$ cat src/sddc_defines.vh
// Purpose: Offsets, field positions, reset values and timing counts for the supply drop detector block
// Assumes: APB with 32-bit data, one aligned word per register, 25 MHz clock
// Notes:   Definitions only
`ifndef SDDC_DEFINES_VH
`define SDDC_DEFINES_VH

// Register byte offsets
`define SDDC_OFF_CONTROL      12'h000
`define SDDC_OFF_IRQ_CONTROL  12'h004
`define SDDC_OFF_STATUS       12'h008
`define SDDC_OFF_MASK         12'h00C
`define SDDC_OFF_SLEEP        12'h010

// Detector control register fields
`define SDDC_BIT_DET_EN       4
`define SDDC_BIT_REF_STABLE   5
`define SDDC_LVL_HI           2
`define SDDC_CONTROL_RESET    8'h04
`define SDDC_LVL_RESET        3'h4
`define SDDC_CONTROL_WMASK    8'h17

// Interrupt control register fields
`define SDDC_BIT_FLAG         0
`define SDDC_BIT_FLAG_IE      1
`define SDDC_BIT_PERIPH_IE    2
`define SDDC_BIT_GLOBAL_IE    3

// Event status and mask bits
`define SDDC_EV_FLAG_SET      0
`define SDDC_EV_WAKE          1
`define SDDC_EV_WIDTH         2

// Reference settling time in ns and its cycle count (rounded up, 40 ns period)
`define SDDC_CLK_PERIOD_NS    40
`define SDDC_SETTLE_NS        20000
`define SDDC_SETTLE_CYCLES    ((`SDDC_SETTLE_NS + `SDDC_CLK_PERIOD_NS - 1) / `SDDC_CLK_PERIOD_NS)
`define SDDC_CNT_WIDTH        10

`endif

$ cat src/sddc_supply_drop_detect.v
// Purpose: Control and event logic of a programmable supply drop detector, with an APB register slave
// Assumes: Comparator output arrives asynchronously and is synchronised here; one 25 MHz clock
// Notes:   Analog trip comparison lives outside; this block drives its power and level inputs
//
// Summary of operation
// RULE1 - Enable bit powers detector and reference
// RULE2 - Three-bit trip level, default code 100
// RULE3 - Falling supply edge sets undervoltage flag
// RULE4 - Flag stays set until software clears
// RULE5 - Interrupt needs flag and all enables (core_irq_req only; irq follows sticky status and mask)
// RULE6 - Software write may set the flag
// RULE7 - Flag with enables wakes sleeping core
// RULE8 - Global enable adds vector after wake
// RULE9 - Read-only reference-stable status bit five
// RULE10 - Stable bit valid only with fast oscillator
// RULE11 - Software enables, programs, waits, then clears
// RULE12 - Disabled detector never sets flag, stable zero
//
// Added by the designer: the address map and the APB interface to the registers.
`timescale 1ns/1ns
`default_nettype none
`include "sddc_defines.vh"

module sddc_supply_drop_detect (
    // Clock and reset
    input  wire        clk,
    input  wire        rstn,
    // APB slave
    input  wire        psel,
    input  wire        penable,
    input  wire        pwrite,
    input  wire [11:0] paddr,
    input  wire [31:0] pwdata,
    output reg  [31:0] prdata,
    output reg         pready,
    output reg         pslverr,
    // Analog front end
    input  wire        supply_below_trip,
    input  wire        fast_osc_running,
    output reg         detector_power,
    output reg  [2:0]  trip_level_select,
    // Core hooks
    input  wire        core_sleeping,
    output reg         core_wake,
    output reg         core_irq_req,
    output reg         irq
);

    // Settling count, cut on purpose to the counter width
    localparam integer               SETTLE_N   = `SDDC_SETTLE_CYCLES;
    localparam [`SDDC_CNT_WIDTH-1:0] SETTLE_CNT = SETTLE_N[`SDDC_CNT_WIDTH-1:0];

    // Stored state
    reg [7:0]                 control_q;     // Detector control register
    reg                       flag_q;        // Undervoltage flag
    reg                       flag_ie_q;     // Individual enable
    reg                       periph_ie_q;   // Peripheral enable
    reg                       global_ie_q;   // Global enable
    reg [`SDDC_EV_WIDTH-1:0]  status_q;      // Sticky events
    reg [`SDDC_EV_WIDTH-1:0]  mask_q;        // Event mask
    reg                       vector_pend_q; // Vector owed after wake
    reg [`SDDC_CNT_WIDTH-1:0] settle_q;      // Reference settle counter
    reg                       settled_q;     // Reference has settled
    reg [2:0]                 below_sync_q;  // Comparator synchroniser
    reg [2:0]                 osc_sync_q;    // Oscillator synchroniser
    reg                       below_q;       // Filtered comparator level
    reg                       osc_q;         // Filtered oscillator level

    // Decoded access strobes
    wire access  = psel & penable;
    wire wr      = access & pwrite;
    wire rd      = access & ~pwrite;
    wire hit_ctl = (paddr == `SDDC_OFF_CONTROL);
    wire hit_irc = (paddr == `SDDC_OFF_IRQ_CONTROL);
    wire hit_sts = (paddr == `SDDC_OFF_STATUS);
    wire hit_msk = (paddr == `SDDC_OFF_MASK);
    wire hit_slp = (paddr == `SDDC_OFF_SLEEP);
    wire mapped  = hit_ctl | hit_irc | hit_sts | hit_msk | hit_slp;
    wire det_en  = control_q[`SDDC_BIT_DET_EN];

    // Stable bit as software sees it: settled, enabled and oscillator running
    wire ref_stable = settled_q & det_en & osc_q; // RULE9 RULE10 RULE12

    // Synchronised comparator: a change counts once stages two and three agree
    wire below_d = (below_sync_q[2] == below_sync_q[1]) ? below_sync_q[1] : below_q;
    wire osc_d   = (osc_sync_q[2] == osc_sync_q[1]) ? osc_sync_q[1] : osc_q;

    // Rising "below trip" means the supply has just fallen through the level
    wire drop_edge = below_d & ~below_q & det_en; // RULE3 RULE12

    // Software write to the flag
    wire flag_wr    = wr & hit_irc;
    wire flag_wdata = pwdata[`SDDC_BIT_FLAG];

    // Flag next value: hardware set wins over a software clear
    wire flag_d = drop_edge | (flag_wr ? flag_wdata : flag_q); // RULE4 RULE6
    wire flag_rise = flag_d & ~flag_q;

    // Wake and interrupt conditions on the next flag value
    wire wake_cond = flag_d & flag_ie_q & periph_ie_q;              // RULE7
    wire irq_cond  = flag_d & flag_ie_q & periph_ie_q & global_ie_q; // RULE5

    // Event sources for the sticky status register
    wire [`SDDC_EV_WIDTH-1:0] events = {wake_cond & core_sleeping, flag_rise};

    // Read data mux
    reg [31:0] rdata_d;
    always @* begin
        rdata_d = 32'h0000_0000;
        if (hit_ctl) begin
            rdata_d[7:0] = control_q & `SDDC_CONTROL_WMASK;
            rdata_d[`SDDC_BIT_REF_STABLE] = ref_stable; // RULE9
        end else if (hit_irc) begin
            rdata_d[`SDDC_BIT_FLAG]      = flag_q;
            rdata_d[`SDDC_BIT_FLAG_IE]   = flag_ie_q;
            rdata_d[`SDDC_BIT_PERIPH_IE] = periph_ie_q;
            rdata_d[`SDDC_BIT_GLOBAL_IE] = global_ie_q;
        end else if (hit_sts) begin
            rdata_d[`SDDC_EV_WIDTH-1:0] = status_q;
        end else if (hit_msk) begin
            rdata_d[`SDDC_EV_WIDTH-1:0] = mask_q;
        end else if (hit_slp) begin
            rdata_d[0] = vector_pend_q;
        end
    end

    // Input synchronisers; only the later stages are looked at
    always @(posedge clk or negedge rstn) begin
        if (!rstn) begin
            below_sync_q <= 3'h0;
            osc_sync_q   <= 3'h0;
            below_q      <= 1'b0;
            osc_q        <= 1'b0;
        end else begin
            below_sync_q <= {below_sync_q[1:0], supply_below_trip};
            osc_sync_q   <= {osc_sync_q[1:0], fast_osc_running};
            below_q      <= below_d;
            osc_q        <= osc_d;
        end
    end

    // Control register and analog drive
    always @(posedge clk or negedge rstn) begin
        if (!rstn) begin
            control_q         <= `SDDC_CONTROL_RESET; // RULE2
            detector_power    <= 1'b0;
            trip_level_select <= `SDDC_LVL_RESET; // RULE2
        end else begin
            if (wr && hit_ctl) begin
                // Stable bit and reserved bits are never stored
                control_q <= pwdata[7:0] & `SDDC_CONTROL_WMASK;
            end
            detector_power    <= det_en;                          // RULE1
            trip_level_select <= control_q[`SDDC_LVL_HI:0];       // RULE2
        end
    end

    // Reference settle timer restarts whenever the detector is off
    always @(posedge clk or negedge rstn) begin
        if (!rstn) begin
            settle_q  <= {`SDDC_CNT_WIDTH{1'b0}};
            settled_q <= 1'b0;
        end else if (!det_en) begin
            settle_q  <= {`SDDC_CNT_WIDTH{1'b0}}; // RULE12
            settled_q <= 1'b0;
        end else if (settle_q == SETTLE_CNT) begin
            settled_q <= 1'b1; // RULE9
        end else begin
            settle_q <= settle_q + {{(`SDDC_CNT_WIDTH-1){1'b0}}, 1'b1};
        end
    end

    // Flag, enables, events and mask
    always @(posedge clk or negedge rstn) begin
        if (!rstn) begin
            flag_q      <= 1'b0;
            flag_ie_q   <= 1'b0;
            periph_ie_q <= 1'b0;
            global_ie_q <= 1'b0;
            status_q    <= {`SDDC_EV_WIDTH{1'b0}};
            mask_q      <= {`SDDC_EV_WIDTH{1'b0}};
        end else begin
            flag_q <= flag_d; // RULE3 RULE4 RULE6
            if (flag_wr) begin
                flag_ie_q   <= pwdata[`SDDC_BIT_FLAG_IE];
                periph_ie_q <= pwdata[`SDDC_BIT_PERIPH_IE];
                global_ie_q <= pwdata[`SDDC_BIT_GLOBAL_IE];
            end
            // Read clears only what was reported; a later event survives
            if (rd && hit_sts) begin
                status_q <= (status_q & ~prdata[`SDDC_EV_WIDTH-1:0]) | events;
            end else begin
                status_q <= status_q | events;
            end
            if (wr && hit_msk) begin
                mask_q <= pwdata[`SDDC_EV_WIDTH-1:0];
            end
        end
    end

    // Core hooks: wake level, vector request, pending vector after wake
    always @(posedge clk or negedge rstn) begin
        if (!rstn) begin
            core_wake     <= 1'b0;
            core_irq_req  <= 1'b0;
            vector_pend_q <= 1'b0;
            irq           <= 1'b0;
        end else begin
            core_wake    <= wake_cond & core_sleeping; // RULE7
            core_irq_req <= irq_cond;                  // RULE5 RULE8
            // Remember that a wake will be followed by a vector once an instruction retires
            if (wake_cond && core_sleeping && global_ie_q) begin
                vector_pend_q <= 1'b1; // RULE8
            end else if (!core_sleeping || !irq_cond) begin
                vector_pend_q <= 1'b0;
            end
            irq <= |((status_q | events) & mask_q);
        end
    end

    // APB answer: zero wait states, error on unmapped address
    always @(posedge clk or negedge rstn) begin
        if (!rstn) begin
            prdata  <= 32'h0000_0000;
            pready  <= 1'b0;
            pslverr <= 1'b0;
        end else begin
            pready  <= psel & ~penable;
            pslverr <= psel & ~penable & ~mapped;
            prdata  <= (psel & ~penable & ~pwrite) ? rdata_d : 32'h0000_0000;
        end
    end

endmodule // sddc_supply_drop_detect
`default_nettype wire

$ cat config.mk
export PLATFORM = sky130hd
export DESIGN_NAME = sddc_supply_drop_detect
export DESIGN_NICKNAME = d
export VERILOG_FILES = /design/src/sddc_supply_drop_detect.v
export VERILOG_INCLUDE_DIRS = /design/src
export SDC_FILE = /design/constraint.sdc
export NUM_CORES = 1
export LEC_CHECK = 0
export ABC_AREA = 1
export BUFFER_PORTS_ARGS = -buffer_cell sky130_fd_sc_hd__buf_2
export CAP_MARGIN = 5
export CELL_PAD_IN_SITES_DETAIL_PLACEMENT = 1
export CELL_PAD_IN_SITES_GLOBAL_PLACEMENT = 1
export CORE_MARGIN = 1.5
export CORE_UTILIZATION = 31
export CTS_CLUSTER_DIAMETER = 60
export DETAILED_ROUTE_END_ITERATION = 8
export PLACE_DENSITY_LB_ADDON = 0.1
export RECOVER_POWER = 100
export SYNTH_ARGS = -nofsm -noshare
export SYNTH_HDL_FRONTEND = slang
export SYNTH_SLANG_ARGS = --single-unit
$ cat constraint.sdc
create_clock -name clk -period 1.2 [get_ports clk]
set_clock_uncertainty 0.05 [all_clocks]
set_input_delay 0.24 -clock clk [delete_from_list [all_inputs] [get_ports clk]]
set_output_delay 0.24 -clock clk [all_outputs]
set_load 0.005 [all_outputs]
==> flow_results.xml <==
<?xml version="1.0" encoding="UTF-8"?>
<metrics>
  <group name="layout">
    <metric name="final_cell_mix" unit="">dfrtp_1, buf_4, buf_2, conb_1, inv_1</metric>
    <metric name="area_growth" unit="%">37.1</metric>
    <metric name="finish.net_count" unit="">385</metric>
    <metric name="most_common_library_cell_in_the_layout_ignoring_fill_and_taps" unit="">dfrtp_1</metric>
    <metric name="final_core_utilization" unit="%">44.8</metric>
    <metric name="num_antenna_cells" unit="">0</metric>
    <metric name="layout-drive-gt1-share" unit="%">44.0</metric>
  </group>
  <group name="die">
    <metric name="die_y" unit="um">88.4</metric>
    <metric name="floorplan.core_area" unit="sq mm">0.00691</metric>
    <metric name="row_count" unit="">30</metric>
    <metric name="pin_count" unit="">93</metric>
    <metric name="die_area" unit="sq mm">0.00781</metric>
    <metric name="die_w" unit="um">88.4</metric>
    <metric name="initial_utilization" unit="%">32.7</metric>
  </group>
  <group name="cts">
    <metric name="clock_latency" unit="ns">0.30</metric>
    <metric name="clkSlewWorstSetupHoldPaths" unit="ns">0.10</metric>
    <metric name="cts_buffers" unit="">5</metric>
    <metric name="cts_tree" unit="">done</metric>
    <metric name="clock_sink_count" unit="">47</metric>
    <metric name="clock_tree_root_driver_cell" unit="">clkbuf_8</metric>
    <metric name="max-clock-path-buffers" unit="">2</metric>
    <metric name="cts_htree_levels" unit="">2</metric>
  </group>
  <group name="pwr">
    <metric name="power_leakage" unit="nW">1.60</metric>
    <metric name="power-per-cell-area" unit="mW/mm^2">1230</metric>
    <metric name="vdd_ir_drop_max" unit="uV">620</metric>
    <metric name="report.power.total" unit="mW">3.80</metric>
  </group>
  <group name="yosys">
    <metric name="post_synth_main_area_contributors" unit="">dfrtp_1, buf_4, nand2_1</metric>
    <metric name="netlist_instances" unit="">238</metric>
    <metric name="synth-async-reset-ratio" unit="%">100</metric>
    <metric name="synthDominantAreaCellType" unit="">dfrtp_1</metric>
    <metric name="synth_area_per_cell" unit="sq um">9.49</metric>
    <metric name="syn_area" unit="sq mm">0.00226</metric>
    <metric name="ys_warn_count" unit="">0</metric>
    <metric name="ys_seq_area_share" unit="%">52.2</metric>
    <metric name="synth_enable_flop_cells" unit="">0</metric>
    <metric name="synth_top_area_share" unit="%">49.9</metric>
    <metric name="yosys_register_bits" unit="">47</metric>
    <metric name="synth_top_flop_cell" unit="">dfrtp_1</metric>
    <metric name="synth_cell_types" unit="">32</metric>
  </group>
  <group name="place">
    <metric name="port_buffers" unit="">39</metric>
    <metric name="finalWeightedCongestion" unit="">0.809</metric>
    <metric name="dpl.hpwl" unit="mm">4.07</metric>
  </group>
  <group name="drt">
    <metric name="route.final.wire_length" unit="mm">5.42</metric>
    <metric name="post_drt_via_cell_ratio" unit="">4.28</metric>
    <metric name="dr_total_vias" unit="">1832</metric>
    <metric name="drtPass1Iterations" unit="">4</metric>
    <metric name="antenna_violating_nets_post_route" unit="">0</metric>
    <metric name="drcViolationCount" unit="">0</metric>
    <metric name="dr.first_iter.drc_count" unit="">48</metric>
    <metric name="routedWlPerCell" unit="um">12.7</metric>
  </group>
  <group name="timing">
    <metric name="postLayoutSetupSlackWorst" unit="ns">-0.120</metric>
    <metric name="worst_slew_margin_rel" unit="%">55.4</metric>
    <metric name="setup_viol" unit="">14</metric>
    <metric name="tmin_final" unit="ns">1.32</metric>
    <metric name="timing.final.hold_violations" unit="">0</metric>
    <metric name="highest_attainable_clock_frequency" unit="MHz">757</metric>
    <metric name="final.period_utilization" unit="%">110</metric>
    <metric name="worst_pin_slew" unit="ns">0.668</metric>
    <metric name="rsz0062_at_grt" unit="">true</metric>
    <metric name="final_slew_violations" unit="">0</metric>
  </group>
  <group name="worst_setup_path">
    <metric name="cp-end-kind" unit="">register</metric>
    <metric name="cpPeakStageDelay" unit="ns">0.41</metric>
    <metric name="crit_required" unit="ns">1.35</metric>
    <metric name="start_kind" unit="">register</metric>
    <metric name="type_of_the_setup_path_with_the_least_slack" unit="">reg2reg</metric>
    <metric name="timing.critical_path.slowest_stage_cell" unit="">dfrtp_1</metric>
    <metric name="critical_path.cell_chain" unit="">inv_2 -&gt; ha_4 -&gt; nand4_1 -&gt; nand2_2 -&gt; inv_4 -&gt; nand2_2 -&gt; o21ai_2</metric>
    <metric name="timing.critical_path.mode_cell" unit="">nand2_2</metric>
    <metric name="worstPathMaxFanout" unit="">4</metric>
    <metric name="arrival" unit="ns">1.47</metric>
  </group>
  <group name="status">
    <metric name="failed_checks" unit="">setup timing</metric>
    <metric name="outcome" unit="">finished, violations left</metric>
  </group>
  <group name="global_route">
    <metric name="wire_length_of_the_first_global_routing_pass" unit="mm">8.91</metric>
    <metric name="global_route.usage.total" unit="%">15.2</metric>
    <metric name="grt_pass1_vias" unit="">1862</metric>
    <metric name="grt_max_degree" unit="">48</metric>
    <metric name="grt_overflow_total" unit="">0</metric>
    <metric name="number_of_antenna_violations_at_the_first_check_in_global_routing" unit="">0</metric>
  </group>
  <group name="flow_run">
    <metric name="max_cap_violations" unit="">0</metric>
  </group>
  <group name="hold_path">
    <metric name="min-delay-path-class" unit="">in2reg</metric>
  </group>
</metrics>
## metrics by stage
stage,cells,hold slack [ns],cell area (sq um),setup WS [ns],TNS (ns)
floorplan,263,-0.106,2380,-0.00983,-0.0223
global placement,409,0.195,2790,-0.300,-4.55
detailed placement,409,0.200,2790,-0.341,-5.20
CTS,425,0.0966,3010,-0.111,-0.839
global route,428,0.118,3100,-0.193,-3.23
finish,428,0.113,3100,-0.120,-0.983
## repair_timing
item | in CTS | in global routing
gates resized for setup | 21 | 18
setup buffers | 5 | 3
hold buffers | 3 | 0
endpoints found under the setup margin | 17 | 24
pin swaps | 17 | 14
hold endpoints to repair | 47 | 0
## state kept, by name, indices dropped and copies added, names as in the netlist, 2 cells and up
signal / flops
below_sync_q: 3
control_q: 4
mask_q: 2
osc_sync_q: 3
prdata: 6
settle_q: 10
status_q: 2
trip_level_select: 3
## cell type report
class                           instances  area, sq um
Sequential cell                        47         1180
Timing Repair Buffer                   88          588
Multi-Input combinational cell        155          981
Fill cell                             849         3810
Inverter                               34          135
Clock inverter                          3         23.8
Clock buffer                            5         68.8
Tap cell                               96          120
## power breakdown
| part | internal [mW] | switching (mW) |
|---|---|---|
| Combinational | 0.455 | 0.539 |
| Sequential | 1.72 | 0.0776 |
| Clock | 0.418 | 0.587 |
| Total | 2.60 | 1.20 |
## cells in the mapped netlist (2+ instances only)
| master | n |
|---|---|
| nor3_1 | 8 |
| dfrtp_1 | 45 |
| dfstp_2 | 2 |
| ha_1 | 2 |
| nor4_1 | 2 |
| nand2_2 | 2 |
| o21ai_1 | 7 |
| a21oi_1 | 7 |
| nor3_2 | 3 |
| buf_4 | 26 |
| inv_1 | 30 |
| nand2_1 | 33 |
| nand3_4 | 3 |
| nand4_1 | 4 |
| a31oi_1 | 4 |
| nor2_4 | 3 |
| nor2_2 | 3 |
| nand2_4 | 2 |
| o21ai_0 | 10 |
| inv_2 | 3 |
| nor2_1 | 15 |
| nand3_1 | 14 |
## critical path: cells and delay by family, from the launching register on
| family | cells | cell delay (ns) |
|---|---|---|
| buffers and inverters | 2 | 0.18 |
| AND/OR/NAND/NOR | 3 | 0.38 |
| adder cells (fa/ha/maj) | 1 | 0.13 |
| flip-flops | 1 | 0.41 |
| AO/OA/AOI/OAI | 1 | 0.05 |
## logic make-up (layout without fill, tap and decap cells)
family / Yosys count / count (layout) / share of synthesized area, %
buffers and inverters: 61 / 130 / 14.8
DFF: 47 / 47 / 52.2
AOI/OAI and AO/OA: 29 / 29 / 6.81
adders and majority gates: 3 / 3 / 1.55
and+or+nand+nor: 95 / 95 / 23.7
other: 1 / 26 / 0.166
xor gates and xnor gates: 2 / 2 / 0.776
## final timing paths
check                                            to  slack (ns)                     from  cells after the start
hold reg to reg             osc_sync_q[1]$_DFF_PN0_        0.31  osc_sync_q[0]$_DFF_PN0_                      0
max in group asynchronous     flag_ie_q$_DFFE_PN0N_        0.10                     rstn                      3
hold / removal             control_q[2]$_DFFE_PN1P_        0.11                pwdata[2]                      3
setup / recovery            settle_q[1]$_DFFE_PN0P_       -0.12  settle_q[0]$_DFFE_PN0P_                      7
setup reg to reg            settle_q[1]$_DFFE_PN0P_       -0.12  settle_q[0]$_DFFE_PN0P_                      7
min in group asynchronous       core_wake$_DFF_PN0_        0.56                     rstn                      3
## routing by layer
layer / vias up / GRT usage [%] / part of all wire (%)
li1: 898 / - / -
met1: 885 / 21.3 / 48
met2: 44 / 24.0 / 46
met3: 5 / 3.45 / 4.6
met4: 0 / 3.41 / 0.63
met5: - / 0 / 0
Note: power is estimated with default switching activity, not from simulation.
